===== src/verilog/gpsb_pkg.sv =====
// Shared constants and types for the general pin and strap block
//==============================================================
// Behaviour
// - Each pin: input, edge interrupt, or output
// - Strap pull-up on while reset held
// - Strap pull-up off cycles after release
// - Strap level captured at reset release
// - Strap high or floating selects internal memory
// - Strap pin is ordinary pin once the strap pull-up is off
// - Stick serial clock with programmable divider
// - Card bus clock, independently configurable
// - Stick insertion sampled, presence reported
package gpsb_pkg;

  //==============================================================
  // Pin layout and timing
  localparam int GPSB_NUM_PINS = 8;
  localparam int GPSB_STRAP_IDX = 6;
  localparam int GPSB_PU_HOLD_CYC = 4;
  localparam int GPSB_PU_CNT_W = 3;
  localparam int GPSB_DIV_W = 8;

  // Reset and end values
  localparam logic GPSB_STRAP_RST = 1'b1;
  localparam logic [GPSB_PU_CNT_W-1:0] GPSB_PU_CNT_RST = 3'h0;
  localparam logic [GPSB_PU_CNT_W-1:0] GPSB_PU_CNT_END = 3'h4;

  //==============================================================
  // Pin modes
  typedef enum logic [1:0] {
    GPSB_MODE_INPUT = 2'b00,
    GPSB_MODE_EDGE_IRQ = 2'b01,
    GPSB_MODE_OUTPUT = 2'b10
  } gpsb_mode_t;

  // Per-pin configuration
  typedef struct packed {
    gpsb_mode_t mode;
    logic rise_en;
    logic fall_en;
    logic out_val;
  } gpsb_pin_cfg_t;

  // Card clock configuration
  typedef struct packed {
    logic en;
    logic [GPSB_DIV_W-1:0] div;
  } gpsb_clk_cfg_t;

endpackage : gpsb_pkg


===== src/verilog/gpsb_clk_div.sv =====
// Programmable clock divider for card clock outputs
`timescale 1ns/100ps

module gpsb_clk_div
  import gpsb_pkg::*;
#(
  parameter int DIV_W = GPSB_DIV_W
) (
  // Clock and reset
  input wire logic ref_clk,
  input wire logic arst_n,
  input wire logic ce,
  // Configuration
  input wire logic en,
  input wire logic [DIV_W-1:0] div,
  // Clock out
  output logic clk_out
);

  logic [DIV_W-1:0] cnt_r;
  logic clk_r;

  //==============================================================
  // Half period is div+1 reference cycles; idle low when disabled
  always_ff @(posedge ref_clk or negedge arst_n) begin
    if (!arst_n) begin
      cnt_r <= '0;
      clk_r <= 1'b0;
    end else if (ce) begin
      if (!en) begin
        cnt_r <= '0;
        clk_r <= 1'b0;
      end else if (cnt_r >= div) begin // Reprogramming takes effect at once
        cnt_r <= '0;
        clk_r <= ~clk_r;
      end else begin
        cnt_r <= cnt_r + 1'b1;
      end
    end
  end

  assign clk_out = clk_r;

endmodule : gpsb_clk_div


===== src/verilog/gpsb_top.sv =====
// General pin block with boot strap capture and card clocks
`timescale 1ns/100ps

module gpsb_top
  import gpsb_pkg::*;
#(
  parameter int NUM_PINS = GPSB_NUM_PINS,
  parameter int STRAP_IDX = GPSB_STRAP_IDX,
  parameter bit INSERT_ACTIVE_LOW = 1'b1
) (
  // Clock, reset, enable
  input wire logic ref_clk,
  input wire logic arst_n,
  input wire logic ce,
  // Pins
  input wire logic [NUM_PINS-1:0] pin_i,
  output logic [NUM_PINS-1:0] pin_o,
  output logic [NUM_PINS-1:0] pin_oe,
  output logic strap_pull_up_en,
  // Pin configuration and status
  input wire gpsb_pin_cfg_t [NUM_PINS-1:0] pin_cfg,
  input wire logic [NUM_PINS-1:0] edge_clr,
  output logic [NUM_PINS-1:0] pin_input_status_one,
  output logic [NUM_PINS-1:0] edge_flag,
  output logic edge_irq,
  // Boot strap result
  output logic program_memory_select_bit,
  output logic strap_valid,
  // Card clocks
  input wire gpsb_clk_cfg_t stick_clk_cfg,
  input wire gpsb_clk_cfg_t card_clk_cfg,
  output logic stick_serial_clock,
  output logic card_bus_clock,
  // Card detect inputs and outputs
  input wire logic stick_insert_detect,
  input wire logic card_write_protect_in,
  output logic stick_card_present,
  output logic card_write_protect
);

  //==============================================================
  // Strap sequencing
  logic strap_cap_r;
  logic strap_done_r;
  logic [GPSB_PU_CNT_W-1:0] pu_cnt_r;
  logic pu_on_r;

  // Pull-up held by reset, dropped a few cycles after release
  always_ff @(posedge ref_clk or negedge arst_n) begin
    if (!arst_n) begin
      pu_on_r <= 1'b1;
      pu_cnt_r <= GPSB_PU_CNT_RST;
    end else if (ce && pu_on_r) begin
      if (pu_cnt_r == GPSB_PU_CNT_END - 1'b1) begin
        pu_on_r <= 1'b0;
      end
      pu_cnt_r <= pu_cnt_r + 1'b1;
    end
  end

  // Level taken at the first edge after release, pull-up still on
  always_ff @(posedge ref_clk or negedge arst_n) begin
    if (!arst_n) begin
      strap_cap_r <= GPSB_STRAP_RST;
      strap_done_r <= 1'b0;
    end else if (ce && !strap_done_r) begin
      strap_cap_r <= pin_i[STRAP_IDX];
      strap_done_r <= 1'b1;
    end
  end

  assign strap_pull_up_en = pu_on_r;
  assign program_memory_select_bit = strap_cap_r; // 1 = internal code memory
  assign strap_valid = strap_done_r;

  //==============================================================
  // Input synchronisers and edge flags
  logic [NUM_PINS-1:0] sync1_r;
  logic [NUM_PINS-1:0] sync2_r;
  logic [NUM_PINS-1:0] prev_r;
  logic [NUM_PINS-1:0] flag_r;
  logic [NUM_PINS-1:0] rise;
  logic [NUM_PINS-1:0] fall;
  logic [NUM_PINS-1:0] hit;

  // Two stages before the status and edge logic look at the level; strap capture reads the raw pin
  always_ff @(posedge ref_clk or negedge arst_n) begin
    if (!arst_n) begin
      sync1_r <= '0;
      sync2_r <= '0;
      prev_r <= '0;
    end else if (ce) begin
      sync1_r <= pin_i;
      sync2_r <= sync1_r;
      prev_r <= sync2_r;
    end
  end

  assign rise = sync2_r & ~prev_r;
  assign fall = ~sync2_r & prev_r;

  // Per-pin edge qualification and drive
  genvar g;
  generate
    for (g = 0; g < NUM_PINS; g++) begin : g_pin
      // Strap pin stays undriven until its level has been taken and the pull-up is off
      logic drive_ok;
      assign drive_ok = (g != STRAP_IDX) || (strap_done_r && !pu_on_r);
      assign hit[g] = (pin_cfg[g].mode == GPSB_MODE_EDGE_IRQ) &&
                      ((pin_cfg[g].rise_en && rise[g]) ||
                       (pin_cfg[g].fall_en && fall[g]));
      assign pin_oe[g] = drive_ok && (pin_cfg[g].mode == GPSB_MODE_OUTPUT);
    end
  endgenerate

  // Sticky flags; a new edge in the clear cycle wins
  always_ff @(posedge ref_clk or negedge arst_n) begin
    if (!arst_n) begin
      flag_r <= '0;
    end else if (ce) begin
      flag_r <= (flag_r & ~edge_clr) | hit;
    end
  end

  // Output data registered so it never glitches on the pad
  always_ff @(posedge ref_clk or negedge arst_n) begin
    if (!arst_n) begin
      pin_o <= '0;
    end else if (ce) begin
      for (int i = 0; i < NUM_PINS; i++) begin
        pin_o[i] <= pin_cfg[i].out_val;
      end
    end
  end

  assign pin_input_status_one = sync2_r;
  assign edge_flag = flag_r;
  assign edge_irq = |flag_r;

  //==============================================================
  // Card clocks
  gpsb_clk_div #(
    .DIV_W(GPSB_DIV_W)
  ) u_stick_div (
    .ref_clk(ref_clk),
    .arst_n(arst_n),
    .ce(ce),
    .en(stick_clk_cfg.en),
    .div(stick_clk_cfg.div),
    .clk_out(stick_serial_clock)
  );

  gpsb_clk_div #(
    .DIV_W(GPSB_DIV_W)
  ) u_card_div (
    .ref_clk(ref_clk),
    .arst_n(arst_n),
    .ce(ce),
    .en(card_clk_cfg.en),
    .div(card_clk_cfg.div),
    .clk_out(card_bus_clock)
  );

  //==============================================================
  // Card detect sampling
  logic [1:0] ins_sync_r;
  logic [1:0] wp_sync_r;
  logic present_r;
  logic wp_r;

  // Insert pin idles high on its pull-up, so low means inserted
  always_ff @(posedge ref_clk or negedge arst_n) begin
    if (!arst_n) begin
      // Start at the pin's idle level so release shows no false insertion
      ins_sync_r <= {INSERT_ACTIVE_LOW, INSERT_ACTIVE_LOW};
      wp_sync_r <= 2'h0;
      present_r <= 1'b0;
      wp_r <= 1'b0;
    end else if (ce) begin
      ins_sync_r <= {ins_sync_r[0], stick_insert_detect};
      wp_sync_r <= {wp_sync_r[0], card_write_protect_in};
      present_r <= ins_sync_r[1] ^ INSERT_ACTIVE_LOW;
      wp_r <= wp_sync_r[1];
    end
  end

  assign stick_card_present = present_r;
  assign card_write_protect = wp_r;

endmodule : gpsb_top


===== config.mk =====
export PLATFORM = sky130hd
export DESIGN_NAME = gpsb_top
export DESIGN_NICKNAME = d
export VERILOG_FILES = /design/src/verilog/gpsb_pkg.sv /design/src/verilog/gpsb_clk_div.sv /design/src/verilog/gpsb_top.sv
export SDC_FILE = /design/constraint.sdc
export NUM_CORES = 1
export LEC_CHECK = 0
export BUFFER_PORTS_ARGS = -buffer_cell sky130_fd_sc_hd__buf_2
export CAP_MARGIN = 10
export CORE_MARGIN = 2
export CORE_UTILIZATION = 50
export CTS_CLUSTER_DIAMETER = 30
export DETAILED_ROUTE_END_ITERATION = 8
export PLACE_DENSITY = 0.76
export REMOVE_ABC_BUFFERS = 1
export SYNTH_ARGS = -nofsm -noshare
export SYNTH_HDL_FRONTEND = slang
export SYNTH_SLANG_ARGS = --single-unit

===== constraint.sdc =====
create_clock -name ref_clk -period 5.3 [get_ports ref_clk]
set_clock_uncertainty 0.1 [all_clocks]
set_input_delay 0.795 -clock ref_clk [delete_from_list [all_inputs] [get_ports ref_clk]]
set_output_delay 0.795 -clock ref_clk [all_outputs]
set_load 0.1 [all_outputs]

# Word level (Yosys, flattened, before mapping)
# Cells that the tools add are included.
word_totals:
  ff_bits: 70
  latchBits: 0
  mem_bits_rw: 0
  rom_bits: 0
  inputBits: 79
  out_inout_bits: 40
  wordCells: 101
  memories: 0
classes:
  addsub: 3
  n_mul: 0
  n_div: 0
  n_lt_le_gt_ge: 2
  eq_ne: 19
  shifts: 0
  muxes: 8
  n_bitwise: 10
  n_reduce_logical: 42
op_table:
  columns: ["operator", "n"]
  rows:
  - ["$mux W8", 4]
  - ["$logic_and A1 B1 Y1", 28]
  - ["$and A8 B8 Y8", 3]
  - ["$not A8 Y8", 3]
  - ["$add A8 B1 Y8 const B", 2]
  - ["$eq A2 B1 Y1 const B", 8]
  - ["$eq A2 B2 Y1 const B", 8]
  - ["$ge A8 B8 Y1", 2]
  - ["$logic_or A1 B1 Y1", 8]
  - ["$or A8 B8 Y8", 1]
  - ["$reduce_or A8 Y1", 1]
  - ["$reduce_and A2 Y1", 3]
  - ["$mux W1", 4]
  - ["$ne A2 B1 Y1 const B", 2]
  - ["$add A3 B1 Y3 const B", 1]
  - ["$eq A3 B2 Y1 const B", 1]
  - ["$not A1 Y1", 3]
  - ["$logic_not A1 Y1", 2]

# Logic depth before layout (Yosys ltp)
logic_depth:
  depth_word: 6
  ltp_mapped: 8
  mapped_depth_nobuf: 7

# By module
# A second synthesis with hierarchy kept.
hier_totals:
  hier_cells: 310
  area_unflattened_um2: 3623.5
modules_own_cells:
  columns: ["mod", "instances", "cells_per_inst", "area_each_um2", "seq_area_each_um2"]
  rows:
  - ["gpsb_top", 1, 176, 2277.2, 1306.3]
  - ["gpsb_clk_div", 2, 67, 673.1, 225.2]

# Least setup slack after synthesis
# Ideal clock, no wire load.
synth_path:
  kind: "register -> output"
  startpoint: "reg strap_done_r (netlist: strap_valid)"
  endpoint: "out pin_oe[6]"
  arrival_time_ns: 3.935
  required_time_ns: 4.405
  setup_slack_ns: 0.470
  path_stages_with_launch: 2
  n_path_buf: 0
  cell_sequence: "dfrtp_1 nor4bb_1"
synth_between:
  elab_chain_len: 2
synth_lines:
  columns: ["element", "line_no", "text"]
  rows:
  - ["start: declaration", "gpsb_top.sv:44", "logic strap_done_r;"]
  - ["start signal: assignment", "gpsb_top.sv:65", "strap_done_r <= 1'b0;"]
  - ["start signal: assignment", "gpsb_top.sv:68", "strap_done_r <= 1'b1;"]
  - ["$logic_and A1 B1 Y1", "gpsb_top.sv:108", "assign drive_ok = (g != STRAP_IDX) || (strap_done_r && !pu_on_r);"]
  - ["$logic_and A1 B1 Y1", "gpsb_top.sv:112", "assign pin_oe[g] = drive_ok && (pin_cfg[g].mode == GPSB_MODE_OUTPUT);"]
  - ["end: declaration", "gpsb_top.sv:18", "output logic [NUM_PINS-1:0] pin_oe,"]
# No other way between the ends.

# Worst setup path after layout
layout_path:
  startpoint: "in pin_cfg[33] (netlist name)"
  endpoint: "out pin_oe[6]"
layout_between:
  elab_chain_len: 2
layout_lines:
  columns: ["element", "line_no", "text"]
  rows:
  - ["start: declaration", "gpsb_top.sv:21", "input wire gpsb_pin_cfg_t [NUM_PINS-1:0] pin_cfg,"]
  - ["$eq A2 B2 Y1", "gpsb_top.sv:112", null]
  - ["$logic_and A1 B1 Y1", "gpsb_top.sv:112", null]
# No other way between the ends.

==> impl_metrics.ini <==
[setup_path]
cp_slowest_cell = buf_2
required_ns = 4.41
crit_path_start_kind = input pin
setup.worst_path.class = input pin to output pin
end_kind = output pin
crit_arrival_ns = 1.62
critical_path.max_stage_delay_ns = 0.47
path_max_fanout = 2
cp_common_cell = buf_2
path_cells = buf_2 > nor4bb_1 > buf_2

[cells_and_area]
fin_cells = 542
drive_gt1_share_pct = 42.60
regArea_um2 = 1757
nNetsFinal = 540
fillCellCount = 564
n_antenna_cell = 0
area_growth_pct = 25.12
multi_input_area_um2 = 1695

[power_and_ir_drop]
power.leakage_uw = 0.002319
powerDensity_nw_per_um2 = 362.3
ir_drop_v = 0.0002183

[flow_run]
timing.max_cap.violations = 0

[detailed_routing]
firstDrtPassIters = 4
drc = 0
vias = 2785
postRouteAntennaNets = 0
wl_per_cell_um = 12.53
drt_iter0_markers = 80
vias_per_cell = 5.138
routed_wirelength_um = 6791

[clock_network]
post_cts_buffers = 0
clk_pin_slew_ns = 0.08
cts.sink_count = 70
postCtsHoldBufs = 0
cts_resized = 0
clock_latency_ns = 0.33
cts_made_buffers = 9
cts_root_buf = clkbuf_8
htreeDepth = 3
cts_buffer_depth = 2
cts_tree = done

[floorplan]
ios = 119
die-area_um2 = 7876
initial_utilization_pct = 52.28
fp.dieH_um = 88.75
core_um2 = 6869
fp.dieW_um = 88.75
core.rowCount = 30

[yosys]
synth_area_um2 = 3591
synth_seq_cells = 70
yosysSeqAreaShare_pct = 48.92
async_flop_share_pct = 100.0
synth_warnings = 0
synthCells = 318
synth-main-ff-cell = dfrtp_1
avgSynthCellArea_um2 = 11.29
synth_edf_count = 0
synth_cell_types = 44

[global_route]
groute.usage.overall_pct = 17.66
grt_pass1_vias = 2586
grt_pass1_wl_um = 10930
antenna_found_initial = 0
grt_max_degree = 46
grt_remaining_overflow = 0

[timing]
finalHoldViolCount = 0
fin_crit_sh_pct = 47.40
worst_slack_ns = 2.788
worstMarginPinSlew_ns = 0.5485
min_period_ns = 2.512
rsz0062_at_grt = false
slew_viol_final = 0
relSlewSlack_pct = 63.43
finalSetupViolations = 0
fin_setup_tns_ns = 0
fmax_ghz = 0.3981

[min_path]
min_path_type = input pin to async pin

[place]
dp_hpwl_um = 5233
dp_worst_setup_slack_ns = 2.676
dp_cells = 526
io_buffers = 118
gp_congestion = 0.7577

[run_status]
status = finished, final reports clean
power breakdown:
group	total (µW)	internal, µW	switching, µW	leakage, µW
sequential	650	598	52.1	0.000865
clock	459	264	194	0.000106
combinational	519	140	379	0.00135
registers in the layout (all words and copies together) (netlist names), 2 cells and up:
register / flops
edge_flag: 8
pin_input_status_one: 8
pin_o: 8
prev_r: 8
sync1_r: 8
u_card_div.cnt_r: 8
u_stick_div.cnt_r: 8
pu_cnt_r: 3
ins_sync_r: 2
wp_sync_r: 2
final cells by class:
type                            instances  area share, %
Clock buffer                           10          2.840
Clock inverter                          6          1.921
Inverter                               23          1.921
Multi-Input combinational cell        215          37.73
Sequential cell                        70          39.10
Tap cell                               96          2.673
Timing Repair Buffer                  122          13.81
stage by stage:
| stage | power (µW) | hold slack (ns) | utilization [%] | area (µm²) |
|---|---|---|---|---|
| 6_report | 1628 | 0.3397 | 65.41 | 4493 |
| 5_1_grt | 1706 | 0.3687 | 65.41 | 4493 |
| 4_1_cts | 1643 | 0.3517 | 65.41 | 4493 |
| 3_5_place_dp | 1183 | 0.3849 | 62.30 | 4279 |
| 3_3_place_gp | 1172 | 0.3607 | 62.30 | 4279 |
| 2_1_floorplan | 1057 | 0.3498 | - | 3538 |
routing by layer:
layer	vias to the layer above	track usage, %	wire, µm
li1	1374	-	-
met1	1335	22.01	3173
met2	71	30.12	3203
met3	5	4.011	346
met4	0	6.336	67
met5	-	0	0
worst paths after layout:
kind                                      from                        end  slack [ns]  depth (start not counted)
setup reg to reg           u_card_div.cnt_r[0]         u_card_div.clk_out        3.14                          8
max in group asynchronous               arst_n  program_memory_select_bit        3.80                          2
hold reg to reg                    pu_cnt_r[0]                pu_cnt_r[0]        0.39                          1
min in group ref_clk               pu_cnt_r[0]                pu_cnt_r[0]        0.39                          1
setup / recovery                   pin_cfg[33]                  pin_oe[6]        2.79                          3
hold / removal                          arst_n       u_stick_div.cnt_r[2]        0.34                          1
cells in the mapped netlist, types with 2 or more instances:
| library cell | instances | share of area (%) |
|---|---|---|
| a21oi_1 | 3 | 0.42 |
| xor2_1 | 4 | 0.98 |
| nor2b_1 | 9 | 1.6 |
| nand4_1 | 3 | 0.52 |
| o2bb2ai_1 | 2 | 0.49 |
| a22o_1 | 8 | 2.0 |
| o22ai_1 | 2 | 0.35 |
| ha_1 | 20 | 7.0 |
| o221ai_1 | 2 | 0.49 |
| o21ai_1 | 2 | 0.28 |
| inv_1 | 23 | 2.4 |
| nand3b_1 | 10 | 2.1 |
| nand2_1 | 36 | 3.8 |
| dfrtp_1 | 66 | 46 |
| nand2b_1 | 6 | 1.0 |
| and3_1 | 7 | 1.2 |
| nand3_1 | 6 | 0.84 |
| buf_2 | 6 | 0.84 |
| dfstp_2 | 4 | 2.9 |
| and4_1 | 2 | 0.49 |
| mux2_2 | 40 | 13 |
| a21o_1 | 3 | 0.63 |
| clkbuf_1 | 3 | 0.31 |
| nor4_1 | 2 | 0.35 |
| nor2_1 | 15 | 1.6 |
| o21ai_0 | 14 | 2.0 |
| xnor2_1 | 3 | 0.73 |
cell usage in the layout, fill, tap and decap left out, types with 4 or more instances in the layout:
cell type  netlist  routed
buf_2            6     118
dfrtp_1         66      66
mux2_2          40      40
nand2_1         36      36
inv_1           23      23
ha_1            20      20
nor2_1          15      15
o21ai_0         14      14
nand3b_1        10      10
nor2b_1          9       9
clkbuf_8         0       9
a22o_1           8       8
and3_1           7       7
nand2b_1         6       6
nand3_1          6       6
xor2_1           4       4
dfstp_2          4       4
buf_4            0       4
worst max-delay path: cells and delay by family:
kind	cells	cell delay, ns
and+or+nand+nor	1	0.25
buffers and inverters	2	0.57
logic make-up (layout without fill, tap and decap cells):
| logic type | Yosys count | in the layout | share of synthesized area, % |
|---|---|---|---|
| AOI/OAI and AO/OA | 45 | 45 | 10.07 |
| adders and majority gates | 20 | 20 | 6.969 |
| buffers and inverters | 33 | 161 | 3.868 |
| muxes | 42 | 42 | 13.24 |
| DFF | 70 | 70 | 48.92 |
| xor gates and xnor gates | 7 | 7 | 1.707 |
| and+or+nand+nor | 101 | 101 | 15.23 |
Note: power is estimated with default switching activity, not from simulation.
